--- src/logic/aisrf_pkg.sv ---
package aisrf_pkg;

  // ----------------------------------------------------------------
  // register map
  // ----------------------------------------------------------------
  localparam logic [5:0] ISEL_IO_OFFSET   = 6'h07;   // I/O instruction address
  localparam logic [7:0] DATA_SPACE_SHIFT = 8'h20;   // added for load/store access
  localparam logic [7:0] ISEL_DATA_OFFSET = 8'h27;
  localparam logic [7:0] ISEL_RESET       = 8'h00;

  // ----------------------------------------------------------------
  // field layout of conversion_input_select
  // ----------------------------------------------------------------
  localparam int REF_HI_POS   = 7;
  localparam int REF_LO_POS   = 6;
  localparam int LALIGN_POS   = 5;
  localparam int CHAN_HI_POS  = 4;
  localparam int CHAN_LO_POS  = 0;

  // ----------------------------------------------------------------
  // result format
  // ----------------------------------------------------------------
  localparam int RES_W        = 10;
  localparam int PAIR_W       = 16;
  localparam int PAD_W        = PAIR_W - RES_W;
  localparam int SE_FULL      = 1024;             // single-ended scale
  localparam int DIFF_FULL    = 512;              // differential scale
  localparam logic [9:0] SE_MAX   = 10'h3FF;
  localparam logic [9:0] DIFF_MIN = 10'h200;
  localparam logic [9:0] DIFF_MAX = 10'h1FF;
  localparam logic [4:0] FIRST_DIFF_CHAN = 5'h08; // codes below are single-ended
  localparam logic [4:0] BANDGAP_CHAN    = 5'h1E; // fixed single-ended sources
  localparam logic [4:0] GROUND_CHAN     = 5'h1F;

  // ----------------------------------------------------------------
  // reference decode
  // ----------------------------------------------------------------
  typedef enum logic [1:0] {
    AISRF_REF_EXT_PIN  = 2'b00,
    AISRF_REF_SUPPLY   = 2'b01,
    AISRF_REF_RESERVED = 2'b10,
    AISRF_REF_INT_2V56 = 2'b11
  } aisrf_ref_e;

  // conversion phase, gray along idle -> busy -> done
  typedef enum logic [1:0] {
    AISRF_IDLE = 2'b00,
    AISRF_BUSY = 2'b01,
    AISRF_DONE = 2'b11
  } aisrf_phase_e;

endpackage : aisrf_pkg

--- src/logic/aisrf_result_format.sv ---
`timescale 1ns/1ps
// ------------------------------------------------------------------
// result pair alignment and sign
// ------------------------------------------------------------------
module aisrf_result_format
  import aisrf_pkg::*;
(
  input  wire logic               leftAlign,
  input  wire logic [RES_W-1:0]   rawCode,
  output logic      [PAIR_W-1:0]  pairOut,
  output logic                    signNeg
);

  // purely combinational so an alignment change shows at once
  always_comb begin
    if (leftAlign) begin
      pairOut = {rawCode, {PAD_W{1'b0}}};
    end else begin
      pairOut = {{PAD_W{1'b0}}, rawCode};
    end
  end

  assign signNeg = rawCode[RES_W-1];

endmodule : aisrf_result_format

--- src/logic/aisrf_input_select.sv ---
// Function
// - single-ended result is unsigned code, 0x000 ground to 0x3FF reference minus step
// - differential result is two's complement, 0x200 most negative to 0x1FF
// - top result bit is sign for differential: one negative, zero positive
// - while done flag is high the finished result stays in the pair
// - left-align bit one presents left adjusted, zero right adjusted
// - alignment change alters result pair presentation at once
// - reference change during conversion applies only after it completes
// - reference codes: 00 external pin, 01 supply, 10 reserved, 11 internal 2.56V
// - input select register at I/O 0x07, data 0x27, reset 0x00, fields read/write
// - done flag set when conversion finishes and result pair updated
// - channel field change during conversion applies only after completion
`timescale 1ns/1ps
module aisrf_input_select
  import aisrf_pkg::*;
(
  input  wire logic              mclk,
  input  wire logic              srst,
  // processor I/O port
  input  wire logic [7:0]        ioAddr,
  input  wire logic              ioDataSpace,
  input  wire logic              ioWrite,
  input  wire logic              ioRead,
  input  wire logic [7:0]        ioWdata,
  output logic      [7:0]        ioRdata,
  output logic                   ioHit,
  // conversion sequencer side
  input  wire logic              convStart,
  input  wire logic              convEnd,
  input  wire logic [RES_W-1:0]  convCode,
  input  wire logic              doneClear,
  // analog front end steering
  output logic      [1:0]        activeRef,
  output logic      [4:0]        activeChannel,
  output logic                   activeDiff,
  output logic                   refExtPin,
  output logic                   refSupply,
  output logic                   refInternal,
  output logic                   refReserved,
  // formatted result
  output logic      [7:0]        resultLowByte,
  output logic      [7:0]        resultHighByte,
  output logic                   resultSignBit,
  output logic                   conversionDoneFlag,
  output logic                   convBusy
);

  // ----------------------------------------------------------------
  // address decode
  // ----------------------------------------------------------------
  logic selHit;
  // data-space accesses carry the 0x20 bias; I/O accesses stop at 0x3F
  always_comb begin
    if (ioDataSpace) begin
      selHit = (ioAddr == ISEL_DATA_OFFSET);
    end else begin
      selHit = (ioAddr[7:6] == 2'b00) && (ioAddr[5:0] == ISEL_IO_OFFSET);
    end
  end
  assign ioHit = selHit & (ioRead | ioWrite);

  // ----------------------------------------------------------------
  // conversion_input_select register
  // ----------------------------------------------------------------
  logic [7:0] inputSelect_ff;
  always_ff @(posedge mclk) begin
    if (srst) begin
      inputSelect_ff <= ISEL_RESET;
    end else if (ioWrite && selHit) begin
      inputSelect_ff <= ioWdata;
    end
  end

  // read data registered; unmapped reads return zero
  always_ff @(posedge mclk) begin
    if (srst) begin
      ioRdata <= 8'h00;
    end else if (ioRead && selHit) begin
      ioRdata <= inputSelect_ff;
    end else begin
      ioRdata <= 8'h00;
    end
  end

  // ----------------------------------------------------------------
  // conversion phase
  // ----------------------------------------------------------------
  aisrf_phase_e phase_ff;
  aisrf_phase_e nxt_phase;
  always_comb begin
    case (phase_ff)
      AISRF_IDLE: nxt_phase = convStart ? AISRF_BUSY : AISRF_IDLE;
      AISRF_BUSY: nxt_phase = convEnd ? AISRF_DONE : AISRF_BUSY;
      AISRF_DONE: nxt_phase = convStart ? AISRF_BUSY : AISRF_IDLE;
      default:    nxt_phase = AISRF_IDLE;
    endcase
  end
  always_ff @(posedge mclk) begin
    if (srst) begin
      phase_ff <= AISRF_IDLE;
    end else begin
      phase_ff <= nxt_phase;
    end
  end
  assign convBusy = (phase_ff == AISRF_BUSY);

  // ----------------------------------------------------------------
  // active selection: shadow copy latched only outside a conversion or at its completing edge
  // ----------------------------------------------------------------
  // the analog path must not switch mid-sample, so the field only
  // reaches the front end while idle or at the completing edge
  logic [1:0] activeRef_ff;
  logic [4:0] activeChannel_ff;
  always_ff @(posedge mclk) begin
    if (srst) begin
      activeRef_ff     <= 2'b00;
      activeChannel_ff <= 5'h00;
    end else if (!convBusy || convEnd) begin
      activeRef_ff     <= inputSelect_ff[REF_HI_POS:REF_LO_POS];
      activeChannel_ff <= inputSelect_ff[CHAN_HI_POS:CHAN_LO_POS];
    end
  end
  assign activeRef     = activeRef_ff;
  assign activeChannel = activeChannel_ff;
  // codes 0x08..0x1D are pairs; 0x1E and 0x1F are fixed single-ended sources
  assign activeDiff    = (activeChannel_ff >= FIRST_DIFF_CHAN) && (activeChannel_ff < BANDGAP_CHAN);

  // reference decode, one-hot toward the analog switches
  always_comb begin
    refExtPin   = 1'b0;
    refSupply   = 1'b0;
    refInternal = 1'b0;
    refReserved = 1'b0;
    case (aisrf_ref_e'(activeRef_ff))
      AISRF_REF_EXT_PIN:  refExtPin   = 1'b1;
      AISRF_REF_SUPPLY:   refSupply   = 1'b1;
      AISRF_REF_RESERVED: refReserved = 1'b1;
      AISRF_REF_INT_2V56: refInternal = 1'b1;
      default:            refReserved = 1'b1;
    endcase
  end

  // ----------------------------------------------------------------
  // result capture and done flag
  // ----------------------------------------------------------------
  // the code is latched as delivered: unsigned for single-ended,
  // two's complement for pairs; no rescaling is done here
  logic [RES_W-1:0] result_ff;
  always_ff @(posedge mclk) begin
    if (srst) begin
      result_ff <= '0;
    end else if (convBusy && convEnd) begin
      result_ff <= convCode;
    end
  end

  // set wins over clear
  logic done_ff;
  always_ff @(posedge mclk) begin
    if (srst) begin
      done_ff <= 1'b0;
    end else if (convBusy && convEnd) begin
      done_ff <= 1'b1;
    end else if (doneClear) begin
      done_ff <= 1'b0;
    end
  end
  assign conversionDoneFlag = done_ff;

  // ----------------------------------------------------------------
  // presentation
  // ----------------------------------------------------------------
  logic [PAIR_W-1:0] pair;
  logic              signNeg;
  aisrf_result_format u_format (
    .leftAlign (inputSelect_ff[LALIGN_POS]),
    .rawCode   (result_ff),
    .pairOut   (pair),
    .signNeg   (signNeg)
  );
  assign resultLowByte  = pair[7:0];
  assign resultHighByte = pair[15:8];
  assign resultSignBit  = signNeg;

  // ----------------------------------------------------------------
  // checks
  // ----------------------------------------------------------------
  reg_reset_a : assert property (@(posedge mclk) srst |=> inputSelect_ff == ISEL_RESET)
    else $error("select register not zero after reset");

  reg_write_a : assert property (@(posedge mclk) disable iff (srst)
    (ioWrite && selHit) |=> inputSelect_ff == $past(ioWdata))
    else $error("select register write lost");

  ref_hold_a : assert property (@(posedge mclk) disable iff (srst)
    (convBusy && !convEnd) |=> activeRef_ff == $past(activeRef_ff))
    else $error("reference changed during conversion");

  chan_hold_a : assert property (@(posedge mclk) disable iff (srst)
    (convBusy && !convEnd) |=> activeChannel_ff == $past(activeChannel_ff))
    else $error("channel changed during conversion");

  ref_apply_a : assert property (@(posedge mclk) disable iff (srst)
    (convBusy && convEnd && !(ioWrite && selHit)) |=>
      activeRef_ff == inputSelect_ff[REF_HI_POS:REF_LO_POS])
    else $error("reference not applied at completion");

  done_set_a : assert property (@(posedge mclk) disable iff (srst)
    (convBusy && convEnd) |=> done_ff && result_ff == $past(convCode))
    else $error("done flag or result not updated");

  result_hold_a : assert property (@(posedge mclk) disable iff (srst)
    (done_ff && !convBusy) |=> $stable(result_ff))
    else $error("result changed while done");

  left_align_a : assert property (@(posedge mclk) disable iff (srst)
    inputSelect_ff[LALIGN_POS] |-> resultHighByte == result_ff[9:2]
      && resultLowByte == {result_ff[1:0], 6'h00})
    else $error("left aligned pair wrong");

  right_align_a : assert property (@(posedge mclk) disable iff (srst)
    !inputSelect_ff[LALIGN_POS] |-> resultHighByte == {6'h00, result_ff[9:8]}
      && resultLowByte == result_ff[7:0])
    else $error("right aligned pair wrong");

  // the sign flag must agree with the top result bit as software sees it in the pair
  sign_bit_a : assert property (@(posedge mclk) disable iff (srst)
    resultSignBit == (inputSelect_ff[LALIGN_POS] ? resultHighByte[7] : resultHighByte[1]))
    else $error("sign bit does not match the result pair");

  ref_onehot_a : assert property (@(posedge mclk) disable iff (srst)
    $onehot({refExtPin, refSupply, refInternal, refReserved}) &&
      (refInternal == (activeRef_ff == 2'b11)))
    else $error("reference decode wrong");

endmodule : aisrf_input_select

--- config.mk ---
export PLATFORM = sky130hd
export DESIGN_NAME = aisrf_input_select
export DESIGN_NICKNAME = d
export VERILOG_FILES = /design/src/logic/aisrf_pkg.sv /design/src/logic/aisrf_result_format.sv /design/src/logic/aisrf_input_select.sv
export SDC_FILE = /design/constraint.sdc
export NUM_CORES = 1
export LEC_CHECK = 0
export ABC_CLOCK_PERIOD_IN_PS = 3500
export BUFFER_PORTS_ARGS = -buffer_cell sky130_fd_sc_hd__buf_2
export CAP_MARGIN = 20
export CORE_UTILIZATION = 35
export CTS_CLUSTER_SIZE = 30
export DETAILED_ROUTE_END_ITERATION = 12
export HOLD_SLACK_MARGIN = 0.1
export PLACE_DENSITY_LB_ADDON = 0.2
export SLEW_MARGIN = 25
export SYNTH_ARGS = -nofsm -noshare
export SYNTH_HDL_FRONTEND = slang
export SYNTH_HIERARCHICAL = 1
export SYNTH_SLANG_ARGS = --single-unit
export TNS_END_PERCENT = 50
--- constraint.sdc ---
create_clock -name mclk -period 3.5 [get_ports mclk]
set_clock_uncertainty 0.15 [all_clocks]
set_input_delay 0.175 -clock mclk [delete_from_list [all_inputs] [get_ports mclk]]
set_output_delay 0.175 -clock mclk [all_outputs]
set_load 0.005 [all_outputs]
==> run summary, run 1 <==
sequential fraction of the synthesis area: 45.3%
WL/cell: 11.9 um
Post-CTS Hold Buffers: 20
crit share post-route: 51.1%
synthesized area: 1590 sq um
Async SR Flop Fraction: 0%
most frequent cells in the layout: buf_2 (73), dfxtp_1 (36), nand2_1 (21), a21oi_1 (20), dlygate4sd3_1 (20)
# fillers: 418
critical path type: reg -> out
WP data required: 3.17 ns
syn avg cell area: 9.35 sq um
flops & latches, synth: 36
maximum VDD drop: 0.151 mV
Clock Path Buffers: 2
# nets final: 293
Least-Margin Pin Slew: 0.793 ns
drc violations: 0
Fin. Hold Viols: 0
Resized cells post-CTS: 0
Final HPWL DP: 2.59 mm
status: complete, no violations
width of the die: 69.4 um
std cell rows: 24
slew margin rel.: 46.3%
Synth cell types: 28
first-pass GRT wire length: 6.11 mm
Cell Pwr Density: 352 nW/um^2
Setup violations, final: 0
total CTS buffers: 5
Syn Nets: 206
dominant synthesized flop cell: dfxtp_1
IO Count: 74
max cap viols: 0
Ys Warns: 6
number of global-route vias before repair: 1304
clock sink count: 36
CORE AREA: 4350 sq um
fraction of layout cells with a size suffix above 1: 34.2%
pin count of the biggest net entering global routing: 30
# Post-CTS Setup Buffers: 0
worst skew pair latency: 0.28 ns
clk root buf: clkbuf_8
Pleak: 1.05 nW
All-Layer GR Usage: 16.1%
Antenna Violating Nets Remaining: 0
Initial Utilization: 36.5%
Placer Congestion: 0.703
initial antenna violation count: 0
unrepaired setup endpoints after global routing: false
Die Y: 69.4 um
Tmin final: 1.79 ns
Total Power: 787 uW
Arr. time, crit path: 1.46 ns
most common cell after layout, fill and taps aside: buf_2
worst hold path type: in -> reg
Worst-path clk slew: 0.07 ns
Post-Syn Instances: 170
1st-pass router iterations: 4
initial DRC count: 55
TritonCTS clock tree: built
synth-to-layout area growth: 40.6%
Antenna Cells: 0
H-tree levels: 2
Crit. End Element: primary output
GRT Residual Overflow: 0
DR vias: 1461
Die Area: 4820 sq um
number of flops mapped to enable cells by yosys: 0
Port Buffers: 73
final count of pins violating max slew: 0
worst-path fanout max: 18
DRT Wirelength: 3.66 mm
crit path launch type: flip-flop
Vias/cell: 4.73
Setup TNS: 0 ns
Max Freq: 559 MHz
[layout make-up]
| cell class | instances | area (sq um) | area share (%) |
|---|---|---|---|
| clock buffer | 5 | 68.8 | 3.08 |
| timing repair buffer | 93 | 566 | 25.3 |
| tap | 52 | 65.1 | 2.91 |
| sequential | 36 | 721 | 32.2 |
| inverter | 2 | 7.51 | 0.336 |
| clock inverter | 2 | 12.5 | 0.560 |
| multi-input combinational | 119 | 796 | 35.6 |
[final timing paths]
path | start | to | slack (ns) | cells after the start
max | inputSelect_ff[5] | resultLowByte[6] | 1.71 | 2
min | ioAddr[3] | inputSelect_ff[1] | 0.12 | 4
max reg2reg | phase_ff[1] | activeChannel[1] | 1.96 | 5
min reg2reg | result_ff[5] | result_ff[5] | 0.31 | 2
[flip-flops by register name, summed over array words and instances, names as in the netlist]
| name | count |
|---|---|
| phase_ff | 2 |
| inputSelect_ff | 8 |
| result_ff | 10 |
| activeChannel | 5 |
| activeRef | 2 |
| ioRdata | 8 |
| conversionDoneFlag | 1 |
[stage by stage]
stage / hold slack, ns / setup slack [ns] / instances / utilization (%) / instance area [sq um]
after detailed placement: 0.276 / 1.74 / 282 / 44.9 / 1950
after CTS: 0.108 / 1.68 / 309 / 51.4 / 2240
after global routing: 0.126 / 1.62 / 309 / 51.4 / 2240
final: 0.124 / 1.71 / 309 / 51.4 / 2240
after global placement: 0.270 / 1.58 / 282 / 44.7 / 1950
after floorplan: 0.161 / 2.15 / 170 / - / 1590
[worst max-delay path: stages (launching register included)]
cell and delay, ns:
dfxtp_1 0.71, mux2_4 0.35, buf_2 0.12
[synth_stat cells, drive strengths merged (2+ instances only)]
cell	n	area, sq um
and2	16	100
nand2b	3	18.8
nand4	9	56.3
nor4	2	27.5
nor2	10	37.5
nand4bb	2	22.5
mux2	4	60.1
nand2	21	78.8
mux2i	7	70.1
a21oi	20	100
clkbuf	5	18.8
nor2b	8	50.1
ha	2	25.0
o31ai	8	60.1
buf	8	53.8
dfxtp	36	721
inv	2	7.51
[cell families (layout without fill, tap and decap cells)]
logic type                 Yosys count  count (layout)  share of synthesized area, %
and+or+nand+nor                     75              75                          27.1
adders and majority gates            2               2                          1.57
buffers and inverters               15             102                          5.03
xor gates and xnor gates             2               2                          2.28
AOI/OAI and AO/OA                   29              29                          10.5
DFF                                 36              36                          45.3
muxes                               11              11                          8.18
[report_power, final]
| part | switching [mW] | internal, mW | leakage [nW] |
|---|---|---|---|
| registers | 0.00499 | 0.418 | 0.291 |
| clock network | 0.132 | 0.134 | 0.0400 |
| logic | 0.0468 | 0.0516 | 0.718 |
| total | 0.184 | 0.603 | 1.05 |
[metal layers]
metal / routed length, um / GRT usage [%] / up-vias / part of all wire [%]
met3: 203 / 4.80 / 2 / 5.5
li1: - / - / 756 / -
met1: 1740 / 20.5 / 660 / 48
met2: 1680 / 25.1 / 43 / 46
met5: 0 / 0 / - / 0
met4: 34 / 6.80 / 0 / 0.93
Note: power is estimated with default switching activity, not from simulation.
==> run 2: changes to the inputs <==
--- a/config.mk
+++ b/config.mk
@@ -5,7 +5,8 @@
 export SDC_FILE = /design/constraint.sdc
 export NUM_CORES = 1
 export LEC_CHECK = 0
-export ABC_CLOCK_PERIOD_IN_PS = 3500
+export ABC_AREA = 1
+export ABC_CLOCK_PERIOD_IN_PS = 1750
 export BUFFER_PORTS_ARGS = -buffer_cell sky130_fd_sc_hd__buf_2
 export CAP_MARGIN = 20
 export CORE_UTILIZATION = 35
==> constraint.sdc (replaced) <==
create_clock -name mclk -period 1.75 [get_ports mclk]
set_clock_uncertainty 0.15 [all_clocks]
set_input_delay 0.0875 -clock mclk [delete_from_list [all_inputs] [get_ports mclk]]
set_output_delay 0.0875 -clock mclk [all_outputs]
set_load 0.005 [all_outputs]
==> run 2 against run 1 <==
  * Clock power grew to 2.7 times the previous value
  * Via count grew 15%
  * Global-route usage increased by 0.62 points
  * First-iteration DRC count up 24%
  * Sequential share of layout area shrank 3.5 points
  * Critical endpoint is now conversionDoneFlag
  * Largest power group unchanged
==> run summary, run 2 <==
Syn Nets: 274 (+33%)
R2R cell count: 6 (+1)
hold endpoint: inputSelect_ff[0]
Worst-path clk slew: 0.07 ns (about the same)
DR vias: 1684 (+15%)
Initial Utilization: 37.6% (+1.1 points)
syn avg cell area: 7.12 sq um (-24%)
post-synth top area share: 42.5% (-2.8 points)
Final HPWL DP: 2.66 mm (+2.7%)
# fillers: 448 (+7.2%)
sequential fraction of the synthesis area: 42.5% (-2.8 points)
number of global-route vias before repair: 1611 (+24%)
worst skew pair latency: 0.28 ns (about the same)
commonest cells in the netlist: inv_1 (52), nand2_1 (41), nor2_1 (38)
Async SR Flop Fraction: 0% (unchanged)
Max Freq: 595 MHz
Arr. time, crit path: 1.70 ns (+0.24 ns)
slowest CP cell: dlygate4sd3_1
Die Y: 71.6 um (+3.2%)
# nets final: 381 (+30%)
Placer Congestion: 0.739 (+5.1%)
worst reg2reg path endpoint: conversionDoneFlag
most common cell in the synthesized netlist: inv_1
Setup violations, final: 0 (unchanged)
Fin. Hold Viols: 0 (unchanged)
initial DRC count: 68 (+24%)
total CTS buffers: 5 (unchanged)
critical path type: reg -> reg
std cell rows: 24 (unchanged)
drc violations: 0 (unchanged)
Vias/cell: 4.23 (-11%)
dominant synthesized flop cell: dfxtp_1
fraction of layout cells with a size suffix above 1: 31.5% (-2.7 points)
IO Count: 74 (unchanged)
worst-path fanout max: 7 (-11)
min-delay src: ioWrite
Crit Reg-Reg Startpoint: phase_ff[1]
Port Buffers: 73 (unchanged)
WP data required: 1.76 ns (-1.41 ns)
worst hold path type: in -> reg
first-pass GRT wire length: 6.78 mm (+11%)
1st-pass router iterations: 4 (unchanged)
Least-Margin Pin Slew: 0.451 ns (-0.343 ns)
Die Area: 5130 sq um (+6.4%)
number of flops mapped to enable cells by yosys: 0 (unchanged)
biggest regs: result_ff x10, inputSelect_ff x8, ioRdata x8
crit share post-route: 96.1%
clock sink count: 36 (unchanged)
Total Power: 1.84 mW (+130%)
Ys Warns: 6 (unchanged)
DRT Wirelength: 4.01 mm (+9.5%)
synthesized area: 1700 sq um (+6.6%)
Synth area leaders: dfxtp_1 (43%), inv_1 (12%), nand2_1 (9.1%), nor2_1 (8.4%), o21ai_1 (3.8%)
H-tree levels: 2 (unchanged)
synth-to-layout area growth: 48.1%
Tmin final: 1.68 ns
most frequent cells in the layout: buf_2 (73), inv_1 (52), nand2_1 (41), nor2_1 (38), dfxtp_1 (36)
hold path depth: 4 (unchanged)
final count of pins violating max slew: 0 (unchanged)
max cap viols: 0 (unchanged)
Crit. End Element: flip-flop
Critical Path Max Stage Delay: 0.55 ns (-0.16 ns)
WL/cell: 10.1 um (-15%)
status: complete, no violations
Largest delay share family, worst path: buffers and inverters
Post-Syn Instances: 238 (+40%)
TritonCTS clock tree: built
WHS: 0.102 ns (-0.0225 ns)
crit path launch type: flip-flop
max reg flops: 10 (unchanged)
Top reg by flops: result_ff
r2r setup slk: 0.07 ns (-1.89 ns)
Pleak: 1.36 nW (+30%)
clk root buf: clkbuf_8
Cell Pwr Density: 734 nW/um^2 (+110%)
final worst slack: 0.0685 ns (-1.64 ns)
All-Layer GR Usage: 16.7% (+0.62 points)
CP cell instances: inv_1 > ha_1 > nand2_1 > buf_6 > a21oi_1 > dlygate4sd3_1
Synth cell types: 23 (-18%)
slew margin rel.: 69.9% (+24 points)
Antenna Violating Nets Remaining: 0 (unchanged)
pre-CTS setup slack: 0.363 ns (-1.38 ns)
most common cell after layout, fill and taps aside: buf_2
Worst Path Buf+Inv: 3 (+2)
flops & latches, synth: 36 (unchanged)
width of the die: 71.6 um (+3.2%)
CORE AREA: 4500 sq um (+3.4%)
Antenna Cells: 0 (unchanged)
post-synth top area cell: dfxtp_1
maximum VDD drop: 0.532 mV (+250%)
pin count of the biggest net entering global routing: 28 (-6.7%)
initial antenna violation count: 0 (unchanged)
GRT Residual Overflow: 0 (unchanged)
Clock Path Buffers: 2 (unchanged)
## run 2: cell types whose count changed after synthesis, sizes merged, moves of 5 or more
cell and delta:
and2 -16, nor2b -8, a21oi -10, clkbuf -5
inv +55, o31ai -8, nor2 +40, nand2 +24
o21ai +17, mux2i -7
## run 2: worst max path at each step
stage                               to        start  cells after the start
detailed placement    activeChannel[1]  phase_ff[1]                      7
global route        conversionDoneFlag  phase_ff[1]                      6
floorplan                 result_ff[6]  phase_ff[1]                      6
CTS                 conversionDoneFlag  phase_ff[1]                      6
finish              conversionDoneFlag  phase_ff[1]                      6
global placement      activeChannel[1]  phase_ff[1]                      7
## run 2: logic make-up (layout without fill, tap and decap cells)
group | after synthesis | count (layout) | synth area share (%)
simple gates | 107 | 107 | 31.6
buf+inv | 65 | 173 | 16.0
flops | 36 | 36 | 42.5
compound gates | 28 | 28 | 8.41
fa+ha+maj | 2 | 2 | 1.48
## run 2: metrics by stage
step	util, %	TNS (ns)	instance area [sq um]	cells
after floorplan	-	0	1700	238
after global placement	46.3	0	2090	358
after detailed placement	46.3	0	2090	358
after CTS	55.2	0	2480	395
after global routing	55.8	-0.00485	2510	398
final	55.8	0	2510	398
## run 2: area by class of cell
| type | instances | area, sq um | share of cell area [%] |
|---|---|---|---|
| clock inverters | 2 | 35.0 | 1.40 |
| inverters | 58 | 218 | 8.67 |
| well taps | 52 | 65.1 | 2.59 |
| repair buffers | 107 | 697 | 27.8 |
| clock buffers | 6 | 72.6 | 2.89 |
| multi-input cells | 137 | 703 | 28.0 |
| flip-flops and latches | 36 | 721 | 28.7 |
## run 2: worst reg2reg max path, cell delays in order, from the launching register on
cell	delay (ns)
dfxtp_1	0.34
inv_1	0.04
ha_1	0.19
nand2_1	0.11
buf_6	0.13
a21oi_1	0.06
dlygate4sd3_1	0.55
## run 2: repair_timing
action                                  in CTS  in global routing
hold buffers                                29                  0
setup buffers                                0                  3
endpoints found under the setup margin       0                  1
hold endpoints to repair                    28                  0
resized for setup                            0                  1
## run 2: power breakdown
| group | total, mW | leakage [nW] | switching (mW) | internal (mW) |
|---|---|---|---|---|
| sequential | 0.871 | 0.292 | 0.0227 | 0.849 |
| clock | 0.707 | 0.0552 | 0.284 | 0.423 |
| combinational | 0.265 | 1.01 | 0.130 | 0.134 |
| total | 1.84 | 1.36 | 0.437 | 1.41 |
## run 2: layer usage
metal / global-route usage [%] / vias to the layer above / part of all wire (%)
li1: - / 916 / -
met1: 20.8 / 714 / 47
met2: 27.9 / 49 / 47
met3: 4.36 / 5 / 5.0
met4: 5.88 / 0 / 0.92
met5: 0 / - / 0
==> run 3: changes to the inputs <==
--- a/config.mk
+++ b/config.mk
@@ -6,14 +6,16 @@
 export NUM_CORES = 1
 export LEC_CHECK = 0
 export ABC_AREA = 1
-export ABC_CLOCK_PERIOD_IN_PS = 1750
+export ABC_CLOCK_PERIOD_IN_PS = 1500
 export BUFFER_PORTS_ARGS = -buffer_cell sky130_fd_sc_hd__buf_2
 export CAP_MARGIN = 20
 export CORE_UTILIZATION = 35
 export CTS_CLUSTER_SIZE = 30
 export DETAILED_ROUTE_END_ITERATION = 12
 export HOLD_SLACK_MARGIN = 0.1
+export MAX_ROUTING_LAYER = met4
 export PLACE_DENSITY_LB_ADDON = 0.2
+export SETUP_SLACK_MARGIN = 0.15
 export SLEW_MARGIN = 25
 export SYNTH_ARGS = -nofsm -noshare
 export SYNTH_HDL_FRONTEND = slang
==> constraint.sdc (replaced) <==
create_clock -name mclk -period 1.5 [get_ports mclk]
set_clock_uncertainty 0.15 [all_clocks]
set_input_delay 0.075 -clock mclk [delete_from_list [all_inputs] [get_ports mclk]]
set_output_delay 0.075 -clock mclk [all_outputs]
set_load 0.005 [all_outputs]
==> run 3 against run 2 <==
  * The flow now finishes with violations (negative hold slack)
  * Hold slack worse by 0.11 ns
  * Combinational power up 16%
  * Via count down 1.5%
  * Register-to-register slack better by 0.12 ns
  * Flip-flop and latch count unchanged
  * Cell count down 2.0%
  * Design area down 2.7%
  * Critical endpoint is now activeRef[0]
  * Largest cell class unchanged
  * Largest power group unchanged
==> run summary, run 3 (synthesis gave the netlist of run 2 again) <==
clock sink count: 36 (unchanged)
dpl cell area: 2090 sq um (unchanged)
most common cell after layout, fill and taps aside: buf_2
worst setup path start: phase_ff[1]
CORE AREA: 4500 sq um (unchanged)
most frequent cells in the layout: buf_2 (73), inv_1 (52), nand2_1 (41), nor2_1 (38), dfxtp_1 (35)
WP data required: 1.52 ns (-0.24 ns)
Antenna Violating Nets Remaining: 0 (unchanged)
max reg flops: 10 (unchanged)
Post-Layout Cell Count: 390 (-2.0%)
slew margin rel.: 80.4% (+10 points)
worst skew pair latency: 0.28 ns (about the same)
std cell rows: 24 (unchanged)
Arr. time, crit path: 1.33 ns (-0.37 ns)
DRT Wirelength: 3.76 mm (-6.4%)
Die Area: 5130 sq um (unchanged)
Critical Path Max Stage Delay: 0.34 ns (-0.21 ns)
1st-pass router iterations: 4 (unchanged)
Crit. End Element: flip-flop
pin count of the biggest net entering global routing: 28 (unchanged)
final count of pins violating max slew: 0 (unchanged)
IO Count: 74 (unchanged)
DR vias: 1659 (-1.5%)
Placer Congestion: 0.698 (-5.5%)
number of global-route vias before repair: 1488 (-7.6%)
Cell Pwr Density: 823 nW/um^2 (+12%)
Post-Place Cells: 358 (unchanged)
clk root buf: clkbuf_8
Worst Path Buf+Inv: 3 (unchanged)
crit share post-route: 87.4% (-8.7 points)
GRT Residual Overflow: 0 (unchanged)
initial antenna violation count: 0 (unchanged)
synth-to-layout area growth: 44.1%
maximum VDD drop: 0.645 mV (+21%)
Largest delay share family, worst path: flip-flops
biggest regs: result_ff x10, inputSelect_ff x8, ioRdata x8
Post-CTS Hold Buffers: 23 (-21%)
crit path launch type: flip-flop
Worst setup endpoint: activeRef[0]
Crit. path cell count: 7 (+1)
slowest CP cell: dfxtp_1
drc violations: 0 (unchanged)
Least-Margin Pin Slew: 0.293 ns (-0.158 ns)
Port Buffers: 73 (unchanged)
Worst-path clk slew: 0.07 ns (about the same)
first-pass GRT wire length: 6.47 mm (-4.5%)
Vias/cell: 4.25 (+0.54%)
max cap viols: 0 (unchanged)
H-tree levels: 2 (unchanged)
width of the die: 71.6 um (unchanged)
CP cell instances: inv_1 > ha_2 > inv_1 > nor2_4 > buf_4 > o21ai_0 > a21oi_1
fraction of layout cells with a size suffix above 1: 33.1% (+1.6 points)
Worst path most repeated cell: inv_1
Antenna Cells: 0 (unchanged)
R2R cell count: 7 (+1)
Pleak: 1.34 nW (-1.1%)
unrepaired setup endpoints after global routing: true
WHS: -0.00985 ns (-0.111 ns)
TritonCTS clock tree: built
Clock Path Buffers: 2 (unchanged)
Die Y: 71.6 um (unchanged)
Setup TNS: 0 ns (unchanged)
Top reg by flops: result_ff
worst-path fanout max: 4 (-3)
r2r setup slk: 0.19 ns (+0.12 ns)
status: finished, violations left
initial DRC count: 79 (+16%)
final instance area: 2440 sq um (-2.7%)
failing checks: negative hold slack
Crit Reg-Reg Startpoint: phase_ff[1]
WL/cell: 9.63 um (-4.4%)
worst reg2reg path endpoint: activeRef[0]
total CTS buffers: 5 (unchanged)
All-Layer GR Usage: 16.3% (-0.36 points)
Initial Utilization: 37.6% (unchanged)
Max Freq: 763 MHz (+28%)
Tmin final: 1.31 ns (-0.371 ns)
Final HPWL DP: 2.63 mm (-1.0%)
worst hold path type: in -> reg
Fin. Hold Viols: 1 (+1)
# nets final: 373 (-2.1%)
critical path type: reg -> reg
Setup violations, final: 0 (unchanged)
==> run 3: worst register-to-register path: cells and delay by family, from the launching register on <==
kind	cells	cell delay [ns]
buffers and inverters	3	0.29
adder cells (fa/ha/maj)	1	0.18
AND/OR/NAND/NOR	1	0.06
AO/OA/AOI/OAI	2	0.19
flip-flops	1	0.34
==> run 3: what timing repair did <==
| item | CTS | global route |
|---|---|---|
| endpoints found under the hold margin | 28 | 7 |
| buffers inserted | 0 | 1 |
| setup endpoints to repair | 28 | 31 |
| pin swaps | 0 | 1 |
| resized for setup | 2 | 9 |
==> run 3: report_power, final <==
group          leakage, nW  switching [mW]  internal (mW)
combinational         1.00           0.152          0.156
clock               0.0510           0.323          0.366
sequential           0.293          0.0262          0.989
==> run 3: metal layers <==
layer  vias to the layer above  GRT usage, %  part of all wire [%]
li1                        905             -                     -
met2                        49          25.5                    46
met4                         0          5.23                   1.1
met5                         -             -                     0
met1                       699          20.6                    48
met3                         6          4.36                   5.7
==> run 3: how the worst min path moves through the flow <==
| stage | start | endpoint | slack (ns) | depth (start not counted) |
|---|---|---|---|---|
| detailed placement | srst | conversionDoneFlag | 0.14 | 2 |
| finish | convEnd | phase_ff[1] | -0.01 | 3 |
| CTS | convEnd | activeRef[1] | -0.03 | 3 |
| floorplan | srst | conversionDoneFlag | -0.006 | 1 |
| global placement | srst | conversionDoneFlag | 0.14 | 2 |
| global route | convEnd | phase_ff[1] | -0.01 | 3 |
==> run 3: area by class of cell <==
class / count / area (sq um)
flip-flops and latches: 36 / 724
clock inverters: 2 / 10.0
fillers: 466 / 2060
multi-input cells: 137 / 714
repair buffers: 99 / 622
inverters: 58 / 224
well taps: 52 / 65.1
clock buffers: 6 / 82.6
==> run 3: per-stage QoR <==
step                util, %  total power [mW]  setup WS, ns  hold WS (ns)
finish                 54.2              2.01         0.190      -0.00985
global route           54.2              2.13        0.0986       -0.0144
CTS                    53.6              2.03        0.0893       -0.0333
detailed placement     46.3              1.29        0.0729         0.137
global placement       46.3              1.29         0.133         0.143
floorplan                 -              1.18         0.236      -0.00593
